[config.mk]
export PLATFORM = sky130hd
export DESIGN_NAME = rgdm_gpio
export DESIGN_NICKNAME = d
export VERILOG_FILES = /design/src/rtl/rgdm_pkg.sv /design/src/rtl/rgdm_gpio.sv /design/src/rtl/rgdm_sync.sv
export SDC_FILE = /design/constraint.sdc
export NUM_CORES = 1
export LEC_CHECK = 0
export BUFFER_PORTS_ARGS = -buffer_cell sky130_fd_sc_hd__buf_4
export CORE_MARGIN = 4
export CORE_UTILIZATION = 59
export CTS_CLUSTER_DIAMETER = 200
export DETAILED_ROUTE_END_ITERATION = 16
export GPL_TIMING_DRIVEN = 0
export PLACE_DENSITY = 0.78
export SLEW_MARGIN = 20
export SYNTH_ARGS = -nofsm -noshare
export SYNTH_HDL_FRONTEND = slang
export SYNTH_SLANG_ARGS = --single-unit
[constraint.sdc]
create_clock -name clk -period 2.9 [get_ports clk]
set_clock_uncertainty 0.1 [all_clocks]
set_input_delay 0.145 -clock clk [delete_from_list [all_inputs] [get_ports clk]]
set_output_delay 0.145 -clock clk [all_outputs]
set_load 0.03 [all_outputs]
[src/rtl/rgdm_pkg.sv]
package rgdm_pkg;

    // Register offsets on the I2C target port.
    localparam logic [7:0] OFFS_PIN_A_CONFIG = 8'h00;
    localparam logic [7:0] OFFS_PIN_B_CONFIG = 8'h40;
    localparam logic [7:0] CFG_RESET = 8'h00;
    localparam logic [7:0] UNMAPPED_READ = 8'h00;

    // Field positions inside a pin configuration register.
    localparam int BIT_DRIVE_TYPE = 7;
    localparam int BIT_IRQ_TRIGGER = 6;
    localparam int BIT_DIR = 5;
    localparam int BIT_LEVEL = 4;
    localparam int SEL_MSB = 3;
    localparam int SEL_LSB = 0;

    // Field encodings.
    localparam logic DRIVE_OPEN_DRAIN = 1'b0;
    localparam logic DRIVE_PUSH_PULL = 1'b1;
    localparam logic DIR_INPUT = 1'b0;
    localparam logic DIR_OUTPUT = 1'b1;
    localparam logic TRIG_EDGE = 1'b0;
    localparam logic TRIG_LEVEL = 1'b1;

    // Output-select codes.
    localparam logic [3:0] SEL_REMOTE_WAKE = 4'h0;
    localparam logic [3:0] SEL_DISCONNECT = 4'h1;
    localparam logic [3:0] SEL_HS_ACTIVITY = 4'h2;
    localparam logic [3:0] SEL_HS_DISC_TX = 4'h3;
    localparam logic [3:0] SEL_UNCONFIGURED = 4'h4;
    localparam logic [3:0] SEL_HOST = 4'h5;
    localparam logic [3:0] SEL_PERIPHERAL = 4'h6;
    localparam logic [3:0] SEL_CONNECTED = 4'h7;
    localparam logic [3:0] SEL_BUS_RESET = 4'h8;
    localparam logic [3:0] SEL_L0 = 4'h9;
    localparam logic [3:0] SEL_L1 = 4'ha;
    localparam logic [3:0] SEL_L2 = 4'hb;
    localparam logic [3:0] SEL_HS_TEST = 4'hc;
    localparam logic [3:0] SEL_FORCE_HIGH = 4'hd;
    localparam logic [3:0] SEL_FORCE_LOW = 4'he;
    localparam logic [3:0] SEL_OVERVOLTAGE = 4'hf;

    // I2C framing.
    localparam logic [2:0] BIT_CNT_LAST = 3'h7;
    localparam logic [2:0] BIT_CNT_FIRST = 3'h0;
    localparam logic [7:0] PTR_STEP = 8'h01;
    localparam logic [7:0] PTR_RESET = 8'h00;

    typedef enum logic [3:0] {
        I2C_IDLE,
        I2C_ADDR,
        I2C_ADDR_ACK,
        I2C_OFFS,
        I2C_OFFS_ACK,
        I2C_WDATA,
        I2C_WDATA_ACK,
        I2C_RDATA,
        I2C_RD_ACK,
        I2C_WAIT_STOP
    } rgdm_i2c_state_t;

endpackage

[src/rtl/rgdm_gpio.sv]
// Summary of operation
// - Bit 7 picks open-drain or push-pull; bit 5 picks input or output direction.
// - Bit 4 is read-only and returns the sampled level of the pin.
// - Pin B bit 6: edge or level trigger; level mode mirrors pin B on interrupt pin.
// - Codes Dh and Eh force either pin statically high or low.
// - Pin B code 0h shows remote wake received before resume start.
// - Pin B code 1h shows host-side forwarding of a LS/FS disconnect.
// - Pin B code 2h shows unsquelched HS traffic in L0 or chirp in reset.
// - Pin B code 3h shows ESE1 transmission after a HS disconnect.
// - Pin B codes 4h, 5h, 6h show unconfigured, host and peripheral roles.
// - Pin B code 7h shows the connected state.
// - Pin B code 8h is high during bus reset, low once L0 reached.
// - Pin B code 9h shows L0, fully configured and repeating.
// - Pin B code Ah shows L1, stopped and awaiting wake or resume.
// - Pin B code Bh shows L2, stopped and awaiting wake or resume.
// - Pin B code Ch shows the test-mode message received in L0.
// - Pin B code Fh shows an over-voltage on the data lines.
`timescale 1ns/10ps
module rgdm_gpio #(
    parameter logic [6:0] I2C_ADDR = 7'h2c
) (
    input wire logic clk,
    input wire logic rst,
    input wire logic scl_i,
    input wire logic sda_i,
    output logic sda_o,
    output logic sda_oe,
    input wire logic pin_a_i,
    output logic pin_a_o,
    output logic pin_a_oe,
    input wire logic pin_b_i,
    output logic pin_b_o,
    output logic pin_b_oe,
    output logic interrupt_out_pin,
    output logic pin_b_edge_event,
    input wire logic remote_wake_state,
    input wire logic disconnect_state,
    input wire logic hs_activity_state,
    input wire logic hs_disconnect_tx_state,
    input wire logic unconfigured_state,
    input wire logic host_state,
    input wire logic peripheral_state,
    input wire logic connected_state,
    input wire logic bus_reset_state,
    input wire logic l0_state,
    input wire logic l1_state,
    input wire logic l2_state,
    input wire logic hs_test_state,
    input wire logic overvoltage_flag
);

    typedef struct packed {
        rgdm_pkg::rgdm_i2c_state_t st;
        logic [2:0] bit_cnt;
        logic byte_done;
        logic [7:0] shift;
        logic [7:0] ptr;
        logic host_nack;
        logic sda_oe;
        logic scl_prev;
        logic sda_prev;
        logic a_drive;
        logic a_dir;
        logic [3:0] a_sel;
        logic a_level;
        logic b_drive;
        logic b_trig;
        logic b_dir;
        logic [3:0] b_sel;
        logic b_level;
        logic b_level_prev;
        logic b_edge;
        logic a_o;
        logic a_oe;
        logic b_o;
        logic b_oe;
        logic irq_level;
    } rgdm_state_t;

    localparam rgdm_state_t STATE_RESET = '0;

    rgdm_state_t s_r;
    rgdm_state_t s_nxt;
    logic [3:0] sync_q;
    logic scl;
    logic sda;
    logic pin_a_sync;
    logic pin_b_sync;
    logic scl_rise;
    logic scl_fall;
    logic start_seen;
    logic stop_seen;
    logic pin_a_val;
    logic pin_b_val;

    rgdm_sync #(
        .WIDTH(4)
    ) u_sync (
        .clk(clk),
        .rst(rst),
        .din({pin_b_i, pin_a_i, sda_i, scl_i}),
        .dout(sync_q)
    );

    assign scl = sync_q[0];
    assign sda = sync_q[1];
    assign pin_a_sync = sync_q[2];
    assign pin_b_sync = sync_q[3];

    assign scl_rise = scl & ~s_r.scl_prev;
    assign scl_fall = ~scl & s_r.scl_prev;
    assign start_seen = scl & s_r.scl_prev & s_r.sda_prev & ~sda;
    assign stop_seen = scl & s_r.scl_prev & ~s_r.sda_prev & sda;

    // Register read image; unmapped offsets and reserved bits return zero.
    function automatic logic [7:0] read_reg(input logic [7:0] offs, input rgdm_state_t s);
        logic [7:0] d;
        d = rgdm_pkg::UNMAPPED_READ;
        if (offs == rgdm_pkg::OFFS_PIN_A_CONFIG) begin
            d[rgdm_pkg::BIT_DRIVE_TYPE] = s.a_drive;
            d[rgdm_pkg::BIT_DIR] = s.a_dir;
            d[rgdm_pkg::BIT_LEVEL] = s.a_level;
            d[rgdm_pkg::SEL_MSB:rgdm_pkg::SEL_LSB] = s.a_sel;
        end else if (offs == rgdm_pkg::OFFS_PIN_B_CONFIG) begin
            d[rgdm_pkg::BIT_DRIVE_TYPE] = s.b_drive;
            d[rgdm_pkg::BIT_IRQ_TRIGGER] = s.b_trig;
            d[rgdm_pkg::BIT_DIR] = s.b_dir;
            d[rgdm_pkg::BIT_LEVEL] = s.b_level;
            d[rgdm_pkg::SEL_MSB:rgdm_pkg::SEL_LSB] = s.b_sel;
        end
        return d;
    endfunction

    // Pin A has only the two forced levels; every other code drives low.
    always_comb begin
        case (s_r.a_sel)
            rgdm_pkg::SEL_FORCE_HIGH: pin_a_val = 1'b1;
            rgdm_pkg::SEL_FORCE_LOW: pin_a_val = 1'b0;
            default: pin_a_val = 1'b0;
        endcase
    end

    always_comb begin
        case (s_r.b_sel)
            rgdm_pkg::SEL_REMOTE_WAKE: pin_b_val = remote_wake_state;
            rgdm_pkg::SEL_DISCONNECT: pin_b_val = disconnect_state;
            rgdm_pkg::SEL_HS_ACTIVITY: pin_b_val = hs_activity_state;
            rgdm_pkg::SEL_HS_DISC_TX: pin_b_val = hs_disconnect_tx_state;
            rgdm_pkg::SEL_UNCONFIGURED: pin_b_val = unconfigured_state;
            rgdm_pkg::SEL_HOST: pin_b_val = host_state;
            rgdm_pkg::SEL_PERIPHERAL: pin_b_val = peripheral_state;
            rgdm_pkg::SEL_CONNECTED: pin_b_val = connected_state;
            rgdm_pkg::SEL_BUS_RESET: pin_b_val = bus_reset_state & ~l0_state;
            rgdm_pkg::SEL_L0: pin_b_val = l0_state;
            rgdm_pkg::SEL_L1: pin_b_val = l1_state;
            rgdm_pkg::SEL_L2: pin_b_val = l2_state;
            rgdm_pkg::SEL_HS_TEST: pin_b_val = hs_test_state;
            rgdm_pkg::SEL_FORCE_HIGH: pin_b_val = 1'b1;
            rgdm_pkg::SEL_FORCE_LOW: pin_b_val = 1'b0;
            rgdm_pkg::SEL_OVERVOLTAGE: pin_b_val = overvoltage_flag;
            default: pin_b_val = 1'b0;
        endcase
    end

    always_comb begin
        logic [7:0] rd;
        rd = rgdm_pkg::UNMAPPED_READ;
        s_nxt = s_r;
        s_nxt.scl_prev = scl;
        s_nxt.sda_prev = sda;

        // Level bits are refreshed every cycle, so a read returns the live pin.
        s_nxt.a_level = pin_a_sync;
        s_nxt.b_level = pin_b_sync;
        s_nxt.b_level_prev = s_r.b_level;
        s_nxt.b_edge = (s_r.b_trig == rgdm_pkg::TRIG_EDGE) &&
                       (s_r.b_dir == rgdm_pkg::DIR_INPUT) &&
                       (s_r.b_level != s_r.b_level_prev);
        s_nxt.irq_level = (s_r.b_trig == rgdm_pkg::TRIG_LEVEL) & s_r.b_level;

        // Open drain releases the pin for a high; push-pull drives both levels.
        s_nxt.a_o = (s_r.a_drive == rgdm_pkg::DRIVE_PUSH_PULL) & pin_a_val;
        s_nxt.a_oe = (s_r.a_dir == rgdm_pkg::DIR_OUTPUT) &&
                     ((s_r.a_drive == rgdm_pkg::DRIVE_PUSH_PULL) || !pin_a_val);
        s_nxt.b_o = (s_r.b_drive == rgdm_pkg::DRIVE_PUSH_PULL) & pin_b_val;
        s_nxt.b_oe = (s_r.b_dir == rgdm_pkg::DIR_OUTPUT) &&
                     ((s_r.b_drive == rgdm_pkg::DRIVE_PUSH_PULL) || !pin_b_val);

        if (start_seen) begin
            // A repeated start lands here too and keeps the offset pointer.
            s_nxt.st = rgdm_pkg::I2C_ADDR;
            s_nxt.bit_cnt = rgdm_pkg::BIT_CNT_FIRST;
            s_nxt.byte_done = 1'b0;
            s_nxt.sda_oe = 1'b0;
        end else if (stop_seen) begin
            s_nxt.st = rgdm_pkg::I2C_IDLE;
            s_nxt.sda_oe = 1'b0;
        end else if (scl_rise) begin
            case (s_r.st)
                rgdm_pkg::I2C_ADDR, rgdm_pkg::I2C_OFFS, rgdm_pkg::I2C_WDATA: begin
                    s_nxt.shift = {s_r.shift[6:0], sda};
                    s_nxt.bit_cnt = s_r.bit_cnt + 3'h1;
                    s_nxt.byte_done = (s_r.bit_cnt == rgdm_pkg::BIT_CNT_LAST);
                end
                rgdm_pkg::I2C_RDATA: begin
                    s_nxt.bit_cnt = s_r.bit_cnt + 3'h1;
                    s_nxt.byte_done = (s_r.bit_cnt == rgdm_pkg::BIT_CNT_LAST);
                end
                rgdm_pkg::I2C_RD_ACK: begin
                    s_nxt.host_nack = sda;
                end
                default: begin
                end
            endcase
        end else if (scl_fall) begin
            case (s_r.st)
                rgdm_pkg::I2C_ADDR: begin
                    if (s_r.byte_done) begin
                        s_nxt.byte_done = 1'b0;
                        if (s_r.shift[7:1] == I2C_ADDR) begin
                            s_nxt.sda_oe = 1'b1;
                            s_nxt.host_nack = s_r.shift[0];
                            s_nxt.st = rgdm_pkg::I2C_ADDR_ACK;
                        end else begin
                            s_nxt.st = rgdm_pkg::I2C_WAIT_STOP;
                        end
                    end
                end
                rgdm_pkg::I2C_ADDR_ACK: begin
                    s_nxt.bit_cnt = rgdm_pkg::BIT_CNT_FIRST;
                    if (s_r.host_nack) begin
                        // Read: load the byte and step the pointer whether or not it is acked.
                        rd = read_reg(s_r.ptr, s_r);
                        s_nxt.shift = rd;
                        s_nxt.ptr = s_r.ptr + rgdm_pkg::PTR_STEP;
                        s_nxt.sda_oe = ~rd[7];
                        s_nxt.st = rgdm_pkg::I2C_RDATA;
                    end else begin
                        s_nxt.sda_oe = 1'b0;
                        s_nxt.st = rgdm_pkg::I2C_OFFS;
                    end
                end
                rgdm_pkg::I2C_OFFS: begin
                    if (s_r.byte_done) begin
                        s_nxt.byte_done = 1'b0;
                        s_nxt.ptr = s_r.shift;
                        s_nxt.sda_oe = 1'b1;
                        s_nxt.st = rgdm_pkg::I2C_OFFS_ACK;
                    end
                end
                rgdm_pkg::I2C_WDATA: begin
                    if (s_r.byte_done) begin
                        s_nxt.byte_done = 1'b0;
                        s_nxt.sda_oe = 1'b1;
                        s_nxt.ptr = s_r.ptr + rgdm_pkg::PTR_STEP;
                        s_nxt.st = rgdm_pkg::I2C_WDATA_ACK;
                        // Writes to unmapped offsets are acknowledged and dropped.
                        if (s_r.ptr == rgdm_pkg::OFFS_PIN_A_CONFIG) begin
                            s_nxt.a_drive = s_r.shift[rgdm_pkg::BIT_DRIVE_TYPE];
                            s_nxt.a_dir = s_r.shift[rgdm_pkg::BIT_DIR];
                            s_nxt.a_sel = s_r.shift[rgdm_pkg::SEL_MSB:rgdm_pkg::SEL_LSB];
                        end else if (s_r.ptr == rgdm_pkg::OFFS_PIN_B_CONFIG) begin
                            s_nxt.b_drive = s_r.shift[rgdm_pkg::BIT_DRIVE_TYPE];
                            s_nxt.b_trig = s_r.shift[rgdm_pkg::BIT_IRQ_TRIGGER];
                            s_nxt.b_dir = s_r.shift[rgdm_pkg::BIT_DIR];
                            s_nxt.b_sel = s_r.shift[rgdm_pkg::SEL_MSB:rgdm_pkg::SEL_LSB];
                        end
                    end
                end
                rgdm_pkg::I2C_OFFS_ACK, rgdm_pkg::I2C_WDATA_ACK: begin
                    s_nxt.sda_oe = 1'b0;
                    s_nxt.bit_cnt = rgdm_pkg::BIT_CNT_FIRST;
                    s_nxt.st = rgdm_pkg::I2C_WDATA;
                end
                rgdm_pkg::I2C_RDATA: begin
                    if (s_r.byte_done) begin
                        s_nxt.byte_done = 1'b0;
                        s_nxt.sda_oe = 1'b0;
                        s_nxt.st = rgdm_pkg::I2C_RD_ACK;
                    end else begin
                        s_nxt.shift = {s_r.shift[6:0], 1'b0};
                        s_nxt.sda_oe = ~s_r.shift[6];
                    end
                end
                rgdm_pkg::I2C_RD_ACK: begin
                    s_nxt.bit_cnt = rgdm_pkg::BIT_CNT_FIRST;
                    if (s_r.host_nack) begin
                        s_nxt.st = rgdm_pkg::I2C_WAIT_STOP;
                    end else begin
                        rd = read_reg(s_r.ptr, s_r);
                        s_nxt.shift = rd;
                        s_nxt.ptr = s_r.ptr + rgdm_pkg::PTR_STEP;
                        s_nxt.sda_oe = ~rd[7];
                        s_nxt.st = rgdm_pkg::I2C_RDATA;
                    end
                end
                default: begin
                end
            endcase
        end
    end

    always_ff @(posedge clk) begin
        if (rst) begin
            s_r <= STATE_RESET;
        end else begin
            s_r <= s_nxt;
        end
    end

    assign sda_o = 1'b0;
    assign sda_oe = s_r.sda_oe;
    assign pin_a_o = s_r.a_o;
    assign pin_a_oe = s_r.a_oe;
    assign pin_b_o = s_r.b_o;
    assign pin_b_oe = s_r.b_oe;
    assign interrupt_out_pin = s_r.irq_level;
    assign pin_b_edge_event = s_r.b_edge;

endmodule

[src/rtl/rgdm_sync.sv]
`timescale 1ns/10ps
module rgdm_sync #(
    parameter int WIDTH = 1
) (
    input wire logic clk,
    input wire logic rst,
    input wire logic [WIDTH-1:0] din,
    output logic [WIDTH-1:0] dout
);

    // A zero-width synchroniser would silently drop the pin, so refuse it at elaboration.
    if (WIDTH < 1) begin : g_bad_width
        $error("rgdm_sync needs WIDTH of at least 1");
    end

    typedef struct packed {
        logic [WIDTH-1:0] stage1;
        logic [WIDTH-1:0] stage2;
    } rgdm_sync_state_t;

    rgdm_sync_state_t s_r;
    rgdm_sync_state_t s_nxt;

    // The first stage feeds only the second; nothing else looks at it.
    always_comb begin
        s_nxt = s_r;
        s_nxt.stage1 = din;
        s_nxt.stage2 = s_r.stage1;
    end

    always_ff @(posedge clk) begin
        if (rst) begin
            s_r <= '0;
        end else begin
            s_r <= s_nxt;
        end
    end

    assign dout = s_r.stage2;

endmodule

==> results of run 1 <==
-- layer usage --
metal | track usage | vias up
li1 | - | 1385
met1 | 0.380 | 1384
met2 | 0.415 | 106
met3 | 0.0732 | 11
met4 | 0.0895 | 0
met5 | 0 | -
-- kinds of logic after synthesis --
family          after synthesis
xor+xnor                      2
compound gates               89
buf+inv                      39
fa+ha+maj                     7
simple gates                132
flops                        58
mux                          30
other cells                   1
-- stage by stage --
stage | instances | area [um^2] | hold slack (ns)
floorplan | 358 | 3140 | 0.173
global placement | 453 | 3420 | 0.256
detailed placement | 453 | 3420 | 0.265
CTS | 472 | 3650 | 0.0879
global route | 472 | 3650 | 0.126
finish | 472 | 3650 | 0.0893
-- synthesized netlist by cell type (all sizes together) (2+ instances only) --
master	count	area, um^2
nand3b	4	30.0
ha	7	87.6
o21a	2	15.0
nand2	15	56.3
nand2b	9	58.8
mux2	2	22.5
o32ai	3	26.3
nor4	4	25.0
a21oi	18	90.1
o211a	3	30.0
o31ai	7	52.6
and2	3	18.8
o211ai	2	15.0
o311ai	5	51.3
nand4	5	31.3
o31a	2	17.5
nor3	7	35.0
o22ai	8	50.1
nand3	7	35.0
dfxtp	58	1160
o21ai	11	55.1
inv	16	60.1
mux2i	25	250
nor2	41	154
or4	3	26.3
o22a	3	26.3
a31oi	2	12.5
nor2b	19	119
clkbuf	13	48.8
mux4	3	67.6
a211oi	12	115
a21o	2	15.0
nor3b	4	30.0
and4b	2	20.0
buf	9	52.6
-- registers in the layout, summed over array words and instances (netlist names) --
name and count:
s_nxt 1, interrupt_out_pin 1, pin_b_o 1, s_r 42, pin_b_edge_event 1, pin_b_oe 1
pin_a_o 1, sda_oe 1, u_sync.s_nxt 4, u_sync.dout 4, pin_a_oe 1
-- path summary, 6_finish.rpt --
kind                                to  depth (start not counted)
min          u_sync.dout[1]$_SDFF_PP0_                          2
max                s_r[9]$_SDFFE_PP0P_                          7
min reg2reg         s_r[15]$_SDFF_PP0_                          1
max reg2reg        s_r[9]$_SDFFE_PP0P_                          7
-- power by group --
part           leakage, nW  internal (W)  switching (W)
Combinational        0.777     0.0000399      0.0000428
Sequential           0.469      0.000806     0.00000610
Clock               0.0941      0.000411       0.000318
Total                 1.34       0.00126       0.000367
-- final cells by class --
class	count	area (um^2)
Multi-Input combinational cell	261	1810
Fill cell	420	1490
Sequential cell	58	1160
Timing Repair Buffer	29	228
Clock buffer	10	138
Buffer	22	101
Tap cell	70	87.6
Inverter	17	63.8
Clock inverter	5	55.1
==> results.sh, run 1 <==
export IMPL_totalNegativeSetupSlack_ns=0
export IMPL_final_max_slew_viol_count=0
export IMPL_final_layout_size_suffix_gt1_frac=0.159
export IMPL_post_synth_xor_area_fraction=0.00558
export IMPL_cts_htree_levels=3
export IMPL_critPathArrivalTime_ns=2.62
export IMPL_yosysWarnings=0
export IMPL_power_leakage_nw=1.34
export IMPL_yosysUniqueCellTypes=65
export IMPL_detail_route_iter0_violations=360
export IMPL_outcome="finished clean"
export IMPL_route_detailed_wl_per_inst_um=17.0
export IMPL_highest_attainable_clock_frequency_mhz=398
export IMPL_ctsResizeCount=0
export IMPL_routed_via_density=6.11
export IMPL_cts_sink_count=58
export IMPL_top_routing_layer_used="met4"
export IMPL_floorplan_io_pins=28
export IMPL_reg2reg_from="s_r[23]$_SDFF_PP0_"
export IMPL_routed_wl_met3_um=556
export IMPL_tightestPinTransition_ns=0.906
export IMPL_finalSetupViolations=0
export IMPL_cellPowerDensity_mw_per_mm2=445
export IMPL_postSynth_asyncResetShare=0
export IMPL_finalCritPeriodShare=0.865
export IMPL_worst_setup_path_startpoint="s_r[23]$_SDFF_PP0_"
export IMPL_worstSetupEndpointType="flop"
export IMPL_rsz0062_at_grt="no"
export IMPL_fp_row_count=26
export IMPL_clkTransAtPathRegs_ns=0.06
export IMPL_die_w_um=81.0
export IMPL_critical_path_top_delay_family="simple AND/OR/NAND/NOR gates"
export IMPL_portion_of_netlist_area_occupied_by_mux_cells=0.108
export IMPL_mappedNetlistNets=385
export IMPL_synth_edf_count=0
export IMPL_fin_util=0.710
export IMPL_floorplan_die_area_mm2=0.00655
export IMPL_drv_cap=0
export IMPL_synth_compound_area_frac=0.208
export IMPL_clockBufferDepth=2
export IMPL_first_global_vias=2699
export IMPL_post_synthesis_cell_count=358
export IMPL_postSynthRegisterBits=58
export IMPL_post_cts_buffers=0
export IMPL_met2_wirelength_mm=3.76
export IMPL_place_worst_setup_slack_ns=0.516
export IMPL_post_route_min_period_ns=2.51
export IMPL_startpoint_to_endpoint_class_of_the_critical_path="reg -> reg"
export IMPL_cpPeakStageDelay_ns=0.58
export IMPL_seq_area_frac_synth=0.370
export IMPL_synth_top_family_by_area="simple AND/OR/NAND/NOR gates"
export IMPL_synth_area_per_cell_um2=8.77
export IMPL_final_setup_worst_slack_ns=0.391
export IMPL_dieHeight_um=81.0
export IMPL_initial_core_util=0.611
export IMPL_routed_via_count=2886
export IMPL_grt_first_pass_wirelength_mm=13.6
export IMPL_hold_crit_path_type="in -> reg"
export IMPL_core_area_mm2=0.00514
export IMPL_grt_antenna_before_repair=0
export IMPL_final_common_cell="sky130_fd_sc_hd__dfxtp_1"
export IMPL_path_max_fanout=7
export IMPL_critPathSlowestCell="sky130_fd_sc_hd__nand4_1"
export IMPL_synth_adder_area_share=0.0279
export IMPL_flow_area_growth_from_synthesis_pct=16.2
export IMPL_yosys_area_share_simple=0.227
export IMPL_cp_num_buf_inv=1
export IMPL_drt_wl_total_mm=8.04
export IMPL_worst_ep_required_time_ns=3.01
export IMPL_cts_buffers=9
export IMPL_detail_route_antenna_nets=0
export IMPL_final_hold_viol_count=0
export IMPL_regToRegSetupSlack_ns=0.39
export IMPL_drtPass1Iterations=5
export IMPL_hold_path_startpoint="rst"
export IMPL_post_layout_total_power_w=0.00162
export IMPL_layout_common_cells="sky130_fd_sc_hd__dfxtp_1 (58), sky130_fd_sc_hd__nor2_1 (41), sky130_fd_sc_hd__buf_4 (26), sky130_fd_sc_hd__mux2i_1 (25), sky130_fd_sc_hd__nor2b_1 (19)"
export IMPL_cts_hold_buf=4
export IMPL_final_global_route_overflow_total=0
export IMPL_clockRootBuffer="sky130_fd_sc_hd__clkbuf_8"
export IMPL_grt_max_degree=11
export IMPL_remaining_drc_errors=0
export IMPL_synth_flop_cell="sky130_fd_sc_hd__dfxtp_1"
export IMPL_placement_io_buffers=25
export IMPL_clk_insertion_delay_late_ns=0.34
export IMPL_routabilityCongestion=0.955
export IMPL_design_final_nets=425
export IMPL_detail_route_wirelength_met1_mm=3.62
export IMPL_critical_path_cell_chain="inv_1, ha_1, nand2b_2, a21oi_1, nand4_1, mux2i_1, nor2_1"
export IMPL_relSlewSlack=0.388
export IMPL_antenna_cells_inserted=0
export IMPL_peakVddDrop_uv=402
export IMPL_synth_area_mm2=0.00314
export IMPL_globalRouteTotalUtil=0.275
export IMPL_place_detailed_hpwl_mm=5.69
export IMPL_cts_tree="done"
export IMPL_worst_setup_start_kind="flop"
Power figures use the tool's default switching activity.
==> run 2: changes to the inputs <==
- ABC_AREA: not set -> 1
- CORE_UTILIZATION: 59 -> 60
- PLACE_DENSITY: 0.78 -> 0.79
==> results.sh, run 2 <==
export IMPL_globalRouteTotalUtil=0.287
export IMPL_clk_insertion_delay_late_ns=0.35
export IMPL_worst_r2r_path_depth=12
export IMPL_worst_setup_path_startpoint="s_r[23]$_SDFF_PP0_"
export IMPL_final_layout_size_suffix_gt1_frac=0.141
export IMPL_place_detailed_hpwl_mm=6.39
export IMPL_comb_power_share=0.054
export IMPL_worst_ep_required_time_ns=3.08
export IMPL_final_max_slew_viol_count=0
export IMPL_clkTransAtPathRegs_ns=0.07
export IMPL_drv_cap=0
export IMPL_synth_edf_count=0
export IMPL_routed_via_density=5.49
export IMPL_synth_area_top_cells="sky130_fd_sc_hd__dfxtp_1 (35%), sky130_fd_sc_hd__nand2_1 (14%), sky130_fd_sc_hd__nor2_1 (8.4%)"
export IMPL_regToRegSetupSlack_ns=0.79
export IMPL_peakVddDrop_uv=372
export IMPL_first_global_vias=3191
export IMPL_worstSetupPathDepth=12
export IMPL_die_w_um=82.6
export IMPL_cts_buffers=9
export IMPL_final_common_cell="sky130_fd_sc_hd__nand2_1"
export IMPL_grt_first_pass_wirelength_mm=14.7
export IMPL_share_clk_of_total_power=0.462
export IMPL_cts_hold_buf=4
export IMPL_flow_area_growth_from_synthesis_pct=15.8
export IMPL_clockRootBuffer="sky130_fd_sc_hd__clkbuf_8"
export IMPL_postSynth_asyncResetShare=0
export IMPL_synth_compound_area_frac=0.122
export IMPL_route_detailed_wl_per_inst_um=13.9
export IMPL_detail_route_antenna_nets=0
export IMPL_hold_path_startpoint="rst"
export IMPL_remaining_drc_errors=0
export IMPL_postSynthRegisterBits=58
export IMPL_seq_area_frac_synth=0.347
export IMPL_reg2reg_from="s_r[23]$_SDFF_PP0_"
export IMPL_highest_attainable_clock_frequency_mhz=474
export IMPL_routabilityCongestion=0.922
export IMPL_portion_of_netlist_area_occupied_by_mux_cells=0
export IMPL_drtPass1Iterations=5
export IMPL_hold_crit_path_type="in -> reg"
export IMPL_grt_max_degree=11
export IMPL_post_route_min_period_ns=2.11
export IMPL_yosysUniqueCellTypes=35
export IMPL_cellPowerDensity_mw_per_mm2=432
export IMPL_worstSetupEndpointType="flop"
export IMPL_registers_top_by_ff_count="s_r"
export IMPL_outcome="finished clean"
export IMPL_cts_htree_levels=3
export IMPL_finalCritPeriodShare=0.727
export IMPL_tightestPinTransition_ns=0.515
export IMPL_synth_most_common_cell="sky130_fd_sc_hd__nand2_1"
export IMPL_worst_setup_start_kind="flop"
export IMPL_antenna_cells_inserted=0
export IMPL_totalNegativeSetupSlack_ns=0
export IMPL_critical_r2r_capture="s_r[31]$_SDFFE_PP0P_"
export IMPL_synth_top_family_by_area="simple AND/OR/NAND/NOR gates"
export IMPL_layout_common_cells="sky130_fd_sc_hd__nand2_1 (121), sky130_fd_sc_hd__nor2_1 (75), sky130_fd_sc_hd__inv_1 (67), sky130_fd_sc_hd__dfxtp_1 (58), sky130_fd_sc_hd__nand3_1 (51)"
export IMPL_power_leakage_nw=1.91
export IMPL_power_sequential_fraction=0.484
export IMPL_largest_reg_flops=42
export IMPL_relSlewSlack=0.657
export IMPL_post_layout_total_power_w=0.00167
export IMPL_detail_route_iter0_violations=376
export IMPL_core_area_mm2=0.00524
export IMPL_routed_via_count=3491
export IMPL_finalSetupViolations=0
export IMPL_timing_critical_path_mode_cell="sky130_fd_sc_hd__inv_1"
export IMPL_critPathArrivalTime_ns=2.29
export IMPL_cp_num_buf_inv=4
export IMPL_post_cts_buffers=0
export IMPL_synth_top_cells_by_count="sky130_fd_sc_hd__nand2_1 (121), sky130_fd_sc_hd__nor2_1 (75), sky130_fd_sc_hd__inv_1 (67), sky130_fd_sc_hd__dfxtp_1 (58), sky130_fd_sc_hd__nand3_1 (51)"
export IMPL_post_synth_xor_area_fraction=0.00262
export IMPL_final_global_route_overflow_total=0
export IMPL_rsz0062_at_grt="no"
export IMPL_path_max_fanout=9
export IMPL_drt_wl_total_mm=8.83
export IMPL_synth_flop_cell="sky130_fd_sc_hd__dfxtp_1"
export IMPL_initial_core_util=0.638
export IMPL_grt_antenna_before_repair=0
export IMPL_mappedNetlistNets=547
export IMPL_power_switching_w=0.000389
export IMPL_library_cell_occupying_the_most_area_in_the_post_synthesis_netlist="sky130_fd_sc_hd__dfxtp_1"
export IMPL_ctsResizeCount=0
export IMPL_startpoint_to_endpoint_class_of_the_critical_path="reg -> reg"
export IMPL_floorplan_io_pins=28
export IMPL_synth_area_per_cell_um2=6.43
export IMPL_post_synthesis_cell_count=520
export IMPL_design_final_nets=588
export IMPL_clockBufferDepth=2
export IMPL_critical_path_cell_chain="inv_1, ha_1, buf_2, nor2_2, inv_1, nor2_1, nand3_1, nor2_4, nand2_1, nand2_1, inv_1, nor2_1"
export IMPL_synth_adder_area_share=0.0262
export IMPL_yosys_area_share_simple=0.388
export IMPL_floorplan_die_area_mm2=0.00683
export IMPL_synth_area_mm2=0.00334
export IMPL_swShare=0.233
export IMPL_critical_path_top_delay_family="simple AND/OR/NAND/NOR gates"
export IMPL_cts_sink_count=58
export IMPL_cpPeakStageDelay_ns=0.36
export IMPL_dieHeight_um=82.6
export IMPL_critPathSlowestCell="sky130_fd_sc_hd__dfxtp_1"
export IMPL_synth_top_area_frac=0.347
export IMPL_capture_point_of_the_worst_path="s_r[31]$_SDFFE_PP0P_"
export IMPL_fp_row_count=26
export IMPL_cts_tree="done"
export IMPL_placement_io_buffers=26
export IMPL_yosysWarnings=0
export IMPL_final_hold_viol_count=0
export IMPL_p_int_w=0.00128
[run 2: cell types whose count changed after synthesis, moves of 7 or more]
cell	change
sky130_fd_sc_hd__inv_1	+51
sky130_fd_sc_hd__o31ai_1	-7
sky130_fd_sc_hd__nor2b_1	-19
sky130_fd_sc_hd__nand2b_1	-8
sky130_fd_sc_hd__o21ai_0	+28
sky130_fd_sc_hd__o22ai_1	-7
sky130_fd_sc_hd__nand3_1	+44
sky130_fd_sc_hd__nor2_2	+9
sky130_fd_sc_hd__nor2_1	+34
sky130_fd_sc_hd__a211oi_1	-7
sky130_fd_sc_hd__a21oi_1	+12
sky130_fd_sc_hd__mux2i_1	-25
sky130_fd_sc_hd__nand2_1	+106
[run 2: power by group through the flow]
stage / logic [W] / registers (W) / clock network (W)
final: 0.0000898 / 0.000810 / 0.000773
after global placement: 0.0000827 / 0.000828 / 0
after detailed placement: 0.0000833 / 0.000828 / 0
after CTS: 0.0000883 / 0.000810 / 0.000779
after global routing: 0.0000996 / 0.000811 / 0.000821
after floorplan: 0.0000490 / 0.000828 / 0
[run 2: tightest hold or removal path, cell delays in order]
cell                      delay [ns]
sky130_fd_sc_hd__buf_4          0.09
sky130_fd_sc_hd__inv_1          0.12
sky130_fd_sc_hd__o21ai_0        0.12
sky130_fd_sc_hd__a21oi_1        0.04
[run 2: how the worst min path moves through the flow]
stage                                       to  slack (ns)  cells after the start
global route               s_r[8]$_SDFFE_PP0P_        0.14                      4
detailed placement  u_sync.s_nxt[0]$_SDFF_PP0_        0.26                      3
finish                     s_r[8]$_SDFFE_PP0P_        0.11                      4
floorplan           u_sync.s_nxt[0]$_SDFF_PP0_        0.15                      2
global placement    u_sync.s_nxt[3]$_SDFF_PP0_        0.25                      3
CTS                        s_r[8]$_SDFFE_PP0P_        0.11                      4
[run 2: stage by stage]
step	worst slack (ns)	util	hold slack [ns]	std cells	instance area, um^2
2_1_floorplan	1.10	-	0.152	520	3340
3_3_place_gp	0.880	0.692	0.246	616	3630
3_5_place_dp	0.860	0.692	0.257	616	3630
4_1_cts	0.827	0.739	0.109	636	3870
5_1_grt	0.617	0.739	0.145	636	3870
6_report	0.792	0.739	0.113	636	3870
[run 2: kinds of logic after synthesis]
family	after synthesis
DFF	58
and+or+nand+nor	286
other	1
buffers and inverters	89
AOI/OAI and AO/OA	78
xor gates and xnor gates	1
adders and majority gates	7
[run 2: area by class of cell]
class,count,area [um^2]
Multi-Input combinational cell,373,1810
Timing Repair Buffer,30,235
Tap cell,70,87.6
Clock inverter,5,52.6
Inverter,73,274
Buffer,16,101
Clock buffer,11,151
Sequential cell,58,1160
Fill cell,453,1370
[run 2: metal layers]
layer,part of all wire,GRT usage,vias to the layer above
li1,-,-,1739
met1,0.45,0.382,1585
met2,0.46,0.450,153
met3,0.075,0.0662,14
met4,0.015,0.109,0
met5,0,0,-
